===== src/shared/etc_params.svh =====
`ifndef ETC_PARAMS_SVH
`define ETC_PARAMS_SVH
// Register byte offsets.
`define ETC_OFS_CTRL 8'h00
`define ETC_OFS_COUNT 8'h04
`define ETC_OFS_COMPARE 8'h08
`define ETC_OFS_FLAGS 8'h0C
`define ETC_OFS_IRQEN 8'h10
// Control field positions.
`define ETC_CS_LSB 0
`define ETC_CS_MSB 2
`define ETC_WGM_LSB 3
`define ETC_WGM_MSB 4
`define ETC_COM_LSB 5
`define ETC_COM_MSB 6
`define ETC_FOC_BIT 7
// Flag and enable bit positions.
`define ETC_OVF_BIT 0
`define ETC_CMP_BIT 1
// Counter extremes.
`define ETC_BOTTOM 8'h00
`define ETC_MAX 8'hFF
// Reset values.
`define ETC_RST_BYTE 8'h00
// Prescaler terminal counts for divide by 8, 64, 256 and 1024.
`define ETC_PRE_8 10'h007
`define ETC_PRE_64 10'h03F
`define ETC_PRE_256 10'h0FF
`define ETC_PRE_1024 10'h3FF
`endif


===== src/shared/etc_pkg.sv =====
`default_nettype none
package etc_pkg;
    // Waveform modes.
    typedef enum logic [1:0] {
        ETC_WG_NORMAL = 2'h0,
        ETC_WG_PCPWM = 2'h1,
        ETC_WG_CTC = 2'h2,
        ETC_WG_FAST = 2'h3
    } etc_wave_t;
    // Count direction, one-hot.
    typedef enum logic [1:0] {
        ETC_DIR_UP = 2'b01,
        ETC_DIR_DOWN = 2'b10
    } etc_dir_t;
    // Output actions in non-PWM modes.
    typedef enum logic [1:0] {
        ETC_ACT_NONE = 2'h0,
        ETC_ACT_TOGGLE = 2'h1,
        ETC_ACT_CLEAR = 2'h2,
        ETC_ACT_SET = 2'h3
    } etc_act_t;
endpackage
`default_nettype wire


===== src/rtl/etc_timer.sv =====
`timescale 1ns/1ps
`default_nettype none
`include "etc_params.svh"
module etc_timer (
    input wire logic hclk,
    input wire logic hresetn,
    input wire logic hsel,
    input wire logic [31:0] haddr,
    input wire logic [1:0] htrans,
    input wire logic hwrite,
    input wire logic [2:0] hsize,
    input wire logic [31:0] hwdata,
    input wire logic hready,
    output logic hreadyout,
    output logic hresp,
    output logic [31:0] hrdata,
    input wire logic ext_tick_in,
    input wire logic global_irq_en,
    input wire logic cmp_irq_ack,
    input wire logic ovf_irq_ack,
    output logic cmp_irq_req,
    output logic ovf_irq_req,
    input wire logic port_out_value,
    input wire logic output_pin_direction_bit,
    output logic compare_output_pin_o,
    output logic compare_output_pin_oe_n
);
    // Bus state.
    logic wr_pend_q; // A write data phase is in progress.
    logic [7:0] wr_ofs_q; // Offset of that write.
    logic [31:0] hrdata_q; // Read data for the data phase.
    logic addr_ok; // Address phase accepted.
    // Control fields.
    logic [2:0] tick_source_select;
    logic [1:0] waveform_mode_field;
    logic [1:0] output_action_field;
    logic force_q; // Force request, one cycle after the write.
    // Counter and compare.
    logic [7:0] count_value;
    logic [7:0] cnt_d; // Counter value after a tick.
    logic [7:0] compare_value; // Active compare register.
    logic [7:0] cmp_buf_q; // Buffered compare value.
    etc_pkg::etc_dir_t dir_q; // Count direction.
    logic block_q; // Match blocked until the next tick.
    // Flags and enables.
    logic compare_flag;
    logic overflow_flag;
    logic compare_irq_enable;
    logic ovf_irq_en_q;
    // Decoded events.
    etc_pkg::etc_wave_t mode;
    logic tick, pwm, eq, match_ok, at_top, ovf_set, cmp_set;
    logic wr_ctrl, wr_cnt, wr_cmp, wr_flags, wr_en;
    logic [7:0] rd_byte;

    assign mode = etc_pkg::etc_wave_t'(waveform_mode_field);
    // PWM modes are the two odd encodings.
    assign pwm = (mode == etc_pkg::ETC_WG_PCPWM) || (mode == etc_pkg::ETC_WG_FAST);

    // The slave never waits and never errors.
    assign hreadyout = 1'b1;
    assign hresp = 1'b0;
    assign hrdata = hrdata_q;
    assign addr_ok = hsel && hready && htrans[1];

    // Write decode in the data phase.
    assign wr_ctrl = wr_pend_q && (wr_ofs_q == `ETC_OFS_CTRL);
    assign wr_cnt = wr_pend_q && (wr_ofs_q == `ETC_OFS_COUNT);
    assign wr_cmp = wr_pend_q && (wr_ofs_q == `ETC_OFS_COMPARE);
    assign wr_flags = wr_pend_q && (wr_ofs_q == `ETC_OFS_FLAGS);
    assign wr_en = wr_pend_q && (wr_ofs_q == `ETC_OFS_IRQEN);

    // Captures write address phases for the following data phase.
    always_ff @(posedge hclk or negedge hresetn) begin
        if (!hresetn) begin
            wr_pend_q <= 1'b0;
            wr_ofs_q <= `ETC_RST_BYTE;
        end else begin
            wr_pend_q <= addr_ok && hwrite;
            wr_ofs_q <= haddr[7:0];
        end
    end

    // Read mux; unmapped offsets read zero.
    always_comb begin
        case (haddr[7:0])
            `ETC_OFS_CTRL: rd_byte = {1'b0, output_action_field,
                                      waveform_mode_field, tick_source_select};
            `ETC_OFS_COUNT: rd_byte = count_value;
            `ETC_OFS_COMPARE: rd_byte = pwm ? cmp_buf_q : compare_value;
            `ETC_OFS_FLAGS: rd_byte = {6'h00, compare_flag, overflow_flag};
            `ETC_OFS_IRQEN: rd_byte = {6'h00, compare_irq_enable, ovf_irq_en_q};
            default: rd_byte = 8'h00;
        endcase
    end

    // Read data is sampled in the address phase and held after.
    always_ff @(posedge hclk or negedge hresetn) begin
        if (!hresetn) begin
            hrdata_q <= 32'h0000_0000;
        end else if (addr_ok && !hwrite) begin
            hrdata_q <= {24'h00_0000, rd_byte};
        end
    end

    // Control register; tick source starts deselected.
    always_ff @(posedge hclk or negedge hresetn) begin
        if (!hresetn) begin
            tick_source_select <= 3'h0;
            waveform_mode_field <= 2'h0;
            output_action_field <= 2'h0;
        end else if (wr_ctrl) begin
            tick_source_select <= hwdata[`ETC_CS_MSB:`ETC_CS_LSB];
            waveform_mode_field <= hwdata[`ETC_WGM_MSB:`ETC_WGM_LSB];
            output_action_field <= hwdata[`ETC_COM_MSB:`ETC_COM_LSB];
        end
    end

    // Force is delayed one cycle so it sees the freshly written fields.
    always_ff @(posedge hclk or negedge hresetn) begin
        if (!hresetn) begin
            force_q <= 1'b0;
        end else begin
            force_q <= wr_ctrl && hwdata[`ETC_FOC_BIT];
        end
    end

    // Tick source selection and prescaler.
    etc_tick_sel u_tick (
        .hclk(hclk),
        .hresetn(hresetn),
        .sel(tick_source_select),
        .ext_tick_in(ext_tick_in),
        .tick(tick)
    );

    // Match evaluation, suppressed right after a counter write.
    assign eq = (count_value == compare_value);
    assign match_ok = tick && eq && !block_q;
    assign cmp_set = match_ok;
    // Top of the sequence where a buffered value may load.
    assign at_top = (count_value == `ETC_MAX) && (dir_q == etc_pkg::ETC_DIR_UP);

    // Next count by mode alone; action bits play no part.
    always_comb begin
        case (mode)
            etc_pkg::ETC_WG_CTC: begin
                cnt_d = match_ok ? `ETC_BOTTOM : count_value + 8'h01;
            end
            etc_pkg::ETC_WG_PCPWM: begin
                if (dir_q == etc_pkg::ETC_DIR_UP) begin
                    cnt_d = (count_value == `ETC_MAX) ? count_value - 8'h01
                                                      : count_value + 8'h01;
                end else begin
                    cnt_d = (count_value == `ETC_BOTTOM) ? count_value + 8'h01
                                                         : count_value - 8'h01;
                end
            end
            default: begin
                cnt_d = count_value + 8'h01;
            end
        endcase
    end

    // Counter; a software write overrides any tick.
    always_ff @(posedge hclk or negedge hresetn) begin
        if (!hresetn) begin
            count_value <= `ETC_RST_BYTE;
        end else if (wr_cnt) begin
            count_value <= hwdata[7:0];
        end else if (tick) begin
            count_value <= cnt_d;
        end
    end

    // Direction turns at max and bottom in phase correct mode only.
    always_ff @(posedge hclk or negedge hresetn) begin
        if (!hresetn) begin
            dir_q <= etc_pkg::ETC_DIR_UP;
        end else if (mode != etc_pkg::ETC_WG_PCPWM) begin
            dir_q <= etc_pkg::ETC_DIR_UP;
        end else if (tick && !wr_cnt) begin
            case (dir_q)
                etc_pkg::ETC_DIR_UP: begin
                    if (count_value == `ETC_MAX) begin
                        dir_q <= etc_pkg::ETC_DIR_DOWN;
                    end
                end
                etc_pkg::ETC_DIR_DOWN: begin
                    if (count_value == `ETC_BOTTOM) begin
                        dir_q <= etc_pkg::ETC_DIR_UP;
                    end
                end
                default: dir_q <= etc_pkg::ETC_DIR_UP;
            endcase
        end
    end

    // Block is raised by a counter write and spent by the next tick.
    always_ff @(posedge hclk or negedge hresetn) begin
        if (!hresetn) begin
            block_q <= 1'b0;
        end else if (wr_cnt) begin
            block_q <= 1'b1;
        end else if (tick) begin
            block_q <= 1'b0;
        end
    end

    // Compare buffer: direct writes outside PWM, load at top in PWM.
    always_ff @(posedge hclk or negedge hresetn) begin
        if (!hresetn) begin
            cmp_buf_q <= `ETC_RST_BYTE;
            compare_value <= `ETC_RST_BYTE;
        end else begin
            if (wr_cmp) begin
                cmp_buf_q <= hwdata[7:0];
            end
            if (wr_cmp && !pwm) begin
                compare_value <= hwdata[7:0];
            end else if (pwm && tick && at_top) begin
                compare_value <= cmp_buf_q;
            end
        end
    end

    // Overflow: max to zero, or reaching bottom when counting down.
    always_comb begin
        if (mode == etc_pkg::ETC_WG_PCPWM) begin
            ovf_set = tick && !wr_cnt && (dir_q == etc_pkg::ETC_DIR_DOWN)
                      && (count_value == 8'h01);
        end else begin
            ovf_set = tick && !wr_cnt && (count_value == `ETC_MAX)
                      && (cnt_d == `ETC_BOTTOM);
        end
    end

    // Flags; a set in the same cycle as a clear wins.
    always_ff @(posedge hclk or negedge hresetn) begin
        if (!hresetn) begin
            compare_flag <= 1'b0;
            overflow_flag <= 1'b0;
        end else begin
            if (cmp_set) begin
                compare_flag <= 1'b1;
            end else if (cmp_irq_ack || (wr_flags && hwdata[`ETC_CMP_BIT])) begin
                compare_flag <= 1'b0;
            end
            if (ovf_set) begin
                overflow_flag <= 1'b1;
            end else if (ovf_irq_ack || (wr_flags && hwdata[`ETC_OVF_BIT])) begin
                overflow_flag <= 1'b0;
            end
        end
    end

    // Interrupt enables.
    always_ff @(posedge hclk or negedge hresetn) begin
        if (!hresetn) begin
            compare_irq_enable <= 1'b0;
            ovf_irq_en_q <= 1'b0;
        end else if (wr_en) begin
            compare_irq_enable <= hwdata[`ETC_CMP_BIT];
            ovf_irq_en_q <= hwdata[`ETC_OVF_BIT];
        end
    end

    // Requests go out only under the global enable.
    assign cmp_irq_req = compare_flag && compare_irq_enable && global_irq_en;
    assign ovf_irq_req = overflow_flag && ovf_irq_en_q && global_irq_en;

    // Output unit; force only in non-PWM modes, never setting the flag.
    etc_out_unit u_out (
        .hclk(hclk),
        .hresetn(hresetn),
        .mode(waveform_mode_field),
        .action(output_action_field),
        .match_evt(match_ok),
        .bottom_evt(tick && !wr_cnt && (mode == etc_pkg::ETC_WG_FAST)
                    && (count_value == `ETC_MAX)),
        .force_evt(force_q && !pwm),
        .dir_up(dir_q == etc_pkg::ETC_DIR_UP),
        .port_out_value(port_out_value),
        .output_pin_direction_bit(output_pin_direction_bit),
        .compare_output(),
        .pin_o(compare_output_pin_o),
        .pin_oe_n(compare_output_pin_oe_n)
    );
endmodule
`default_nettype wire


===== src/rtl/etc_tick_sel.sv =====
`timescale 1ns/1ps
`default_nettype none
`include "etc_params.svh"
// Builds the timer tick from the prescaler or the external input.
module etc_tick_sel (
    input wire logic hclk,
    input wire logic hresetn,
    input wire logic [2:0] sel,
    input wire logic ext_tick_in,
    output logic tick
);
    logic [9:0] pre_q; // Free-running prescaler.
    logic ext_q; // Previous external level.

    // The prescaler runs always so a new selection starts promptly.
    always_ff @(posedge hclk or negedge hresetn) begin
        if (!hresetn) begin
            pre_q <= 10'h000;
        end else begin
            pre_q <= pre_q + 10'h001;
        end
    end

    // Remembers the external level for edge detection.
    always_ff @(posedge hclk or negedge hresetn) begin
        if (!hresetn) begin
            ext_q <= 1'b0;
        end else begin
            ext_q <= ext_tick_in;
        end
    end

    // Selection zero yields no tick, so the counter stands still.
    always_comb begin
        case (sel)
            3'h0: tick = 1'b0;
            3'h1: tick = 1'b1;
            3'h2: tick = ((pre_q & `ETC_PRE_8) == `ETC_PRE_8);
            3'h3: tick = ((pre_q & `ETC_PRE_64) == `ETC_PRE_64);
            3'h4: tick = ((pre_q & `ETC_PRE_256) == `ETC_PRE_256);
            3'h5: tick = (pre_q == `ETC_PRE_1024);
            3'h6: tick = ext_q & ~ext_tick_in;
            default: tick = ~ext_q & ext_tick_in;
        endcase
    end
endmodule
`default_nettype wire


===== src/rtl/etc_out_unit.sv =====
`timescale 1ns/1ps
`default_nettype none
// Holds the compare-output register and drives the pin override.
module etc_out_unit (
    input wire logic hclk,
    input wire logic hresetn,
    input wire logic [1:0] mode,
    input wire logic [1:0] action,
    input wire logic match_evt,
    input wire logic bottom_evt,
    input wire logic force_evt,
    input wire logic dir_up,
    input wire logic port_out_value,
    input wire logic output_pin_direction_bit,
    output logic compare_output,
    output logic pin_o,
    output logic pin_oe_n
);
    logic oc_d; // Next output state.

    // Next output state per mode; the action field is read live.
    always_comb begin
        oc_d = compare_output;
        case (mode)
            2'h1: begin
                // Phase correct: clear up, set down when non-inverted.
                if (match_evt && action[1]) begin
                    oc_d = action[0] ^ ~dir_up;
                end
            end
            2'h3: begin
                // Fast PWM: match action, then bottom has the final word.
                if (match_evt && action == 2'h1) begin
                    oc_d = ~compare_output;
                end else if (match_evt && action[1]) begin
                    oc_d = action[0];
                end
                if (bottom_evt && action[1]) begin
                    oc_d = ~action[0];
                end
            end
            default: begin
                // Normal and clear-on-match: toggle, clear or set.
                if (match_evt || force_evt) begin
                    case (action)
                        2'h1: oc_d = ~compare_output;
                        2'h2: oc_d = 1'b0;
                        2'h3: oc_d = 1'b1;
                        default: oc_d = compare_output;
                    endcase
                end
            end
        endcase
    end

    // Mode changes do not touch the register; only reset or an output event changes it.
    always_ff @(posedge hclk or negedge hresetn) begin
        if (!hresetn) begin
            compare_output <= 1'b0;
        end else begin
            compare_output <= oc_d;
        end
    end

    // Any nonzero action overrides the port; direction stays with the port.
    assign pin_o = (action != 2'h0) ? compare_output : port_out_value;
    assign pin_oe_n = ~output_pin_direction_bit;
endmodule
`default_nettype wire


===== config.mk =====
export PLATFORM = sky130hd
export DESIGN_NAME = etc_timer
export DESIGN_NICKNAME = d
export VERILOG_FILES = /design/src/shared/etc_pkg.sv /design/src/rtl/etc_timer.sv /design/src/rtl/etc_tick_sel.sv /design/src/rtl/etc_out_unit.sv
export VERILOG_INCLUDE_DIRS = /design/src /design/src/shared
export SDC_FILE = /design/constraint.sdc
export NUM_CORES = 1
export LEC_CHECK = 0
export BUFFER_PORTS_ARGS = -buffer_cell sky130_fd_sc_hd__buf_4
export CORE_MARGIN = 2
export CORE_UTILIZATION = 57
export DETAILED_ROUTE_END_ITERATION = 6
export GPL_TIMING_DRIVEN = 1
export PLACE_DENSITY = 0.86
export SYNTH_ARGS = -nofsm -noshare
export SYNTH_HDL_FRONTEND = slang
export SYNTH_SLANG_ARGS = --single-unit

===== constraint.sdc =====
create_clock -name hclk -period 3.7 [get_ports hclk]
set_clock_uncertainty 0.15 [all_clocks]
set_input_delay 0.74 -clock hclk [delete_from_list [all_inputs] [get_ports hclk]]
set_output_delay 0.74 -clock hclk [all_outputs]
set_load 0.01 [all_outputs]

==> impl_metrics.json, run 1 <==
{
  "synth_most_common_cell": "dfrtp_1",
  "synth-seq-area-share_pct": 40.4,
  "design.core.area_um2": 7210,
  "syn_avg_cell_area_um2": 9.31,
  "path_cells": "ha_1 -> nand3_1 -> o21ai_0 -> and2b_1 -> and2_1 -> nand4_1 -> nand2_1 -> a31oi_1",
  "synthMuxAreaShare_pct": 6.74,
  "period_share_pct": 81.1,
  "startpoint_type": "register",
  "nets": 575,
  "ys_types": 67,
  "ys_seq_elements": 68,
  "crit_path_max_incr_delay_ns": 0.51,
  "ir_drop_v": 0.000213,
  "status": "complete, no violations",
  "synthCells": 453,
  "yosysTopAreaCell": "dfrtp_1",
  "layout_min_cycle_time_ns": 3.00,
  "root_buffer": "clkbuf_8",
  "critPathKind": "reg -> reg",
  "die_h_um": 90.0,
  "synthDominantCellAreaShare_pct": 39.8,
  "dr_total_vias": 3692,
  "final_util_pct": 64.3,
  "hold_buffers": 0,
  "rsz0062_at_grt": "false",
  "max_freq_mhz": 333,
  "postPlaceCellArea_um2": 4460,
  "drt_pass1_iterations": 5,
  "p_switching_mw": 0.651,
  "slew_viol_final": 0,
  "cts_tree": "yes",
  "htreeDepth": 3,
  "clock_sinks": 68,
  "grtUsageTotal_pct": 27.8,
  "maxCapViolCount": 0,
  "clock_path_buffers": 2,
  "crit_fanout": 12,
  "setup-violations-final": 0,
  "critical_path_arrival_ns": 3.07,
  "slew_headroom_pct": 43.6,
  "synth_area_um2": 4220,
  "power_frac_comb_pct": 25.1,
  "overflow": 0,
  "synthSimpleGateAreaFrac_pct": 20.2,
  "sw_frac_of_total_pct": 34.7,
  "synth_top_family_by_area": "simple AND/OR/NAND/NOR gates",
  "antenna_found_initial": 0,
  "end_kind": "register",
  "io-pin-count": 118,
  "holdWs_ns": 0.323,
  "clock_power_share_pct": 29.8,
  "setup_tns_ns": 0,
  "grt_pass1_vias": 3586,
  "pwr-share-seq_pct": 45.0,
  "insertion_delay_ns": 0.35,
  "fp.dieArea_um2": 8100,
  "yosys-top-cells-area": "dfrtp_1 40%, buf_4 5.0%, mux2_2 4.8%, nand2_1 4.5%, nor2_1 3.2%",
  "post-route-drc-count": 0,
  "area_growth_syn_to_layout_pct": 10.0,
  "powerDensity_nw_per_um2": 404,
  "path_buf_inv": 0,
  "wl_per_cell_um": 18.1,
  "start_util_pct": 58.4,
  "drt_wl_total_um": 10700,
  "drive_above_1_share_pct": 18.5,
  "synth_xor_area_share_pct": 3.12,
  "antenna_cells": 0,
  "intPower_mw": 1.22,
  "ys.flop_type": "dfrtp_1",
  "routed_via_density": 6.26,
  "finalHoldViolCount": 0,
  "synth_compound_area_share_pct": 18.5,
  "clk_pin_slew_worst_paths_ns": 0.08,
  "worst_pin_slew_ns": 0.846,
  "leakage_nw": 2.07,
  "synth_commonest_cells": "67 x dfrtp_1, 51 x nand2_1, 36 x nor2_1",
  "place_hpwl_um": 7700,
  "required_ns": 3.77,
  "io_buffers": 39,
  "hold_class": "reg -> reg",
  "cts_resized": 0,
  "place_congestion": 1.03,
  "fp-row-count": 31,
  "numCtsBuffers": 9,
  "post_cts_buffers": 0,
  "power_mw": 1.87,
  "synth_edf_count": 0,
  "ant_nets": 0,
  "synthAdderAreaFrac_pct": 2.67,
  "async_flop_share_pct": 100,
  "yosysWarnings": 0,
  "die_w_um": 90.0,
  "crit_family": "simple AND/OR/NAND/NOR gates",
  "first_iter_violations": 295,
  "grt_pass1_wl_um": 17900,
  "grt_max_degree": 69,
  "cpMaxStageDelayCell": "nand4_1",
  "final_cell_area_um2": 4640
}
==> registers in the layout, summed over array words and instances, names as in the netlist, 3 cells and up <==
signal and cells:
count_value 8, wr_ofs_q 8, hrdata 8, compare_value 8, u_tick.pre_q 10, tick_source_select 3, cmp_buf_q 8
==> cells by family after synthesis <==
| family | Yosys count |
|---|---|
| buffers and inverters | 59 |
| and+or+nand+nor | 168 |
| other | 2 |
| DFF | 68 |
| adders and majority gates | 9 |
| muxes | 26 |
| xor gates and xnor gates | 15 |
| AOI/OAI and AO/OA | 106 |
==> stage by stage <==
stage          std cells  setup WS (ns)
2_1_floorplan        477           1.23
3_3_place_gp         574          0.716
3_5_place_dp         574          0.692
4_1_cts              590          0.781
5_1_grt              590          0.521
6_report             590          0.699
==> power groups by stage <==
stage               clock [mW]  sequential [mW]  combinational [mW]
global route             0.606            0.849               0.518
global placement             0            0.855               0.442
finish                   0.559            0.845               0.471
floorplan                    0            0.815               0.376
detailed placement           0            0.856               0.457
CTS                      0.566            0.841               0.460
==> layer usage <==
metal	GRT usage (%)	routed length, um
met2	44.6	4990
met5	0	0
met4	11.2	307
met1	36.7	4480
met3	6.20	889
==> layout make-up <==
cell class              count  area [um2]
clock buffers              11         141
clock inverters             5        36.3
fillers                   625        2580
inverters                  14        52.6
multi-input cells         350        2260
flip-flops and latches     68        1700
well taps                  99         124
repair buffers             43         323
==> worst paths after layout <==
path | cells after the start | startpoint | end | slack [ns]
min | 1 | u_tick.pre_q[9]$_DFF_PN0_ | u_tick.pre_q[9]$_DFF_PN0_ | 0.32
max reg2reg | 8 | u_tick.pre_q[0]$_DFF_PN0_ | compare_value[7]$_DFFE_PN0P_ | 0.70
max | 8 | u_tick.pre_q[0]$_DFF_PN0_ | compare_value[7]$_DFFE_PN0P_ | 0.70
min in group asynchronous | 1 | hresetn | compare_irq_enable$_DFFE_PN0P_ | 0.33
max in group asynchronous | 1 | hresetn | output_action_field[0]$_DFFE_PN0P_ | 2.51
min reg2reg | 1 | u_tick.pre_q[9]$_DFF_PN0_ | u_tick.pre_q[9]$_DFF_PN0_ | 0.32
==> placed cells by master (no fill, tap or decap), drive strengths merged, types with 13 or more instances in the layout <==
cell   instances
conb          26
a31oi         15
inv           15
nand2         51
nor3          16
dfrtp         67
o21ai         17
a21oi         22
nand3         13
nor2          37
buf           43
mux2          19
==> worst register-to-register path: stages, from the launching register on <==
cell and delay [ns]:
dfrtp_1 0.39, ha_1 0.19, nand3_1 0.15, o21ai_0 0.38
and2b_1 0.30, and2_1 0.48, nand4_1 0.51, nand2_1 0.23
a31oi_1 0.10
Power figures use the tool's default switching activity.
==> inputs of run 2 (changes only) <==
Settings changed: CORE_UTILIZATION 57 to 48, PLACE_DENSITY 0.86 to 0.77.
Clock period 3.7 ns to 2.6 ns, I/O delays scaled along.
==> run 2 against run 1 <==
Critical path depth unchanged. Combinational power up 81%. Global-route usage down 3.3 points. Worst hold slack worse by 0.20 ns. Largest power group unchanged.
==> impl_metrics.json, run 2 (same netlist as run 1, synthesis figures left out) <==
{
  "place_congestion": 1.06,
  "top_register": "u_tick.pre_q",
  "overflow": 0,
  "grt_pass1_wl_um": 18500,
  "wl_per_cell_um": 17.9,
  "clock_path_buffers": 2,
  "rr_worst_depth": 8,
  "hold_buffers": 0,
  "cp-startpoint": "count_value[5]$_DFFE_PN0P_",
  "leakage_nw": 2.32,
  "worst_pin_slew_ns": 0.863,
  "power_frac_comb_pct": 30.0,
  "place_hpwl_um": 8660,
  "ant_nets": 0,
  "layout_min_cycle_time_ns": 2.59,
  "pwr-share-seq_pct": 42.2,
  "path_cells": "or3_4 -> o31ai_4 -> buf_4 -> a31oi_4 -> and3b_1 -> a211o_1 -> a32oi_2 -> o21ai_2",
  "setup.worst_path.end": "overflow_flag$_DFFE_PN0P_",
  "die_w_um": 97.7,
  "sw_frac_of_total_pct": 34.8,
  "insertion_delay_ns": 0.35,
  "r2r_setup_slack_ns": 0.01,
  "crit_path_max_incr_delay_ns": 0.47,
  "largest_register_ffs": 10,
  "area_growth_syn_to_layout_pct": 21.4,
  "io-pin-count": 118,
  "path_buf_inv": 1,
  "drive_above_1_share_pct": 29.4,
  "post-route-drc-count": 0,
  "clk_pin_slew_worst_paths_ns": 0.08,
  "reg2reg_to": "overflow_flag$_DFFE_PN0P_",
  "mostFrequentLayoutCells": "86 x buf_4, 63 x dfrtp_1, 50 x nand2_1",
  "final_cell_area_um2": 5120,
  "nets": 621,
  "first_iter_violations": 272,
  "slew_headroom_pct": 42.5,
  "cp.depth": 8,
  "dr_total_vias": 3869,
  "setup_slack_ns": 0.0150,
  "cts_tree": "yes",
  "grt_pass1_vias": 3641,
  "design.core.area_um2": 8640,
  "setup-violations-final": 0,
  "critPathKind": "reg -> reg",
  "fp-row-count": 34,
  "final_common_cell": "buf_4",
  "startpoint_type": "register",
  "drt_wl_total_um": 11600,
  "grt_max_degree": 69,
  "grtUsageTotal_pct": 24.5,
  "clock_sinks": 68,
  "root_buffer": "clkbuf_8",
  "finalHoldViolCount": 0,
  "antenna_found_initial": 0,
  "slew_viol_final": 0,
  "htreeDepth": 3,
  "crit_family": "compound AO/OA/AOI/OAI gates",
  "powerDensity_nw_per_um2": 556,
  "crit_fanout": 8,
  "critical_path_arrival_ns": 2.66,
  "io_buffers": 39,
  "intPower_mw": 1.85,
  "cpMaxStageDelayCell": "dfrtp_2",
  "ir_drop_v": 0.000221,
  "layoutNonFillerInstCount": 645,
  "maxCapViolCount": 0,
  "routed_via_density": 6.00,
  "placed_cells": 622,
  "hold_class": "in -> async",
  "required_ns": 2.68,
  "rsz0062_at_grt": "true",
  "dp_slack_ns": -0.157,
  "drt_pass1_iterations": 5,
  "max_freq_mhz": 387,
  "start_util_pct": 48.8,
  "status": "complete, no violations",
  "setup_tns_ns": 0,
  "numCtsBuffers": 9,
  "clock_power_share_pct": 27.8,
  "period_share_pct": 99.4,
  "die_h_um": 97.7,
  "p_switching_mw": 0.990,
  "r2r-start": "count_value[5]$_DFFE_PN0P_",
  "fp.dieArea_um2": 9550,
  "antenna_cells": 0,
  "postPlaceCellArea_um2": 4780,
  "end_kind": "register"
}
[run 2: cell types whose count changed in the layout (fill, tap and decap cells not counted), moves of 2 or more]
cell        previous run  this run
ha_2                   0         2
dfrtp_2                0         4
clkinv_2               1         3
clkinvlp_4             3         1
clkinv_4               0         2
dfrtp_1               67        63
buf_4                 43        86
nand3_1               13        10
ha_1                   9         7
buf_6                  0         2
nand3_2                0         3
[run 2: worst min-delay path by stage]
stage	end	slack (ns)	depth (start not counted)
3_5_place_dp	u_tick.pre_q[7]$_DFF_PN0_	0.32	1
2_1_floorplan	block_q$_DFFE_PN0P_	0.07	0
5_1_grt	wr_ofs_q[0]$_DFF_PN0_	0.12	1
6_report	hrdata[0]$_DFFE_PN0P_	0.13	1
3_3_place_gp	u_tick.pre_q[9]$_DFF_PN0_	0.31	1
4_1_cts	wr_ofs_q[0]$_DFF_PN0_	0.13	1
[run 2: power by group through the flow]
| stage | Clock, mW | Combinational, mW | Sequential [mW] |
|---|---|---|---|
| floorplan | 0 | 0.535 | 1.16 |
| finish | 0.791 | 0.852 | 1.20 |
| detailed placement | 0 | 0.768 | 1.22 |
| CTS | 0.807 | 0.774 | 1.20 |
| global route | 0.856 | 0.909 | 1.21 |
| global placement | 0 | 0.750 | 1.21 |
[run 2: worst register-to-register path, stage by stage, from the launching register on]
cell and delay [ns]:
dfrtp_2 0.47, or3_4 0.41, o31ai_4 0.34, buf_4 0.18, a31oi_4 0.10, and3b_1 0.19, a211o_1 0.30, a32oi_2 0.23
o21ai_2 0.11
[run 2: stage by stage]
step	power [mW]	utilization [%]	hold slack (ns)
6_report	2.84	59.3	0.127
2_1_floorplan	1.69	-	0.0744
3_3_place_gp	1.96	55.3	0.307
5_1_grt	2.98	59.3	0.124
3_5_place_dp	1.98	55.3	0.319
4_1_cts	2.78	57.6	0.126
[run 2: final cells by class]
type                    count  area, um2
multi-input cells         350       2360
well taps                 108        135
clock inverters             6       40.0
clock buffers              10        138
repair buffers             89        688
fillers                   735       3520
flip-flops and latches     68       1710
inverters                  14       52.6
[run 2: per-layer routing]
layer / track usage, % / vias to the layer above / wire [um] / share of wire [%]
li1: - / 1763 / - / -
met1: 34.0 / 1870 / 5030 / 44
met2: 38.7 / 197 / 5280 / 46
met3: 3.31 / 39 / 802 / 6.9
met4: 10.5 / 0 / 447 / 3.9
met5: 0 / - / 0 / 0
[run 2: repair_timing]
action | CTS | global route
pin swaps | 0 | 5
resized for setup | 4 | 22
setup endpoints to repair | 5 | 8
setup buffers | 0 | 7
cloned | 0 | 0
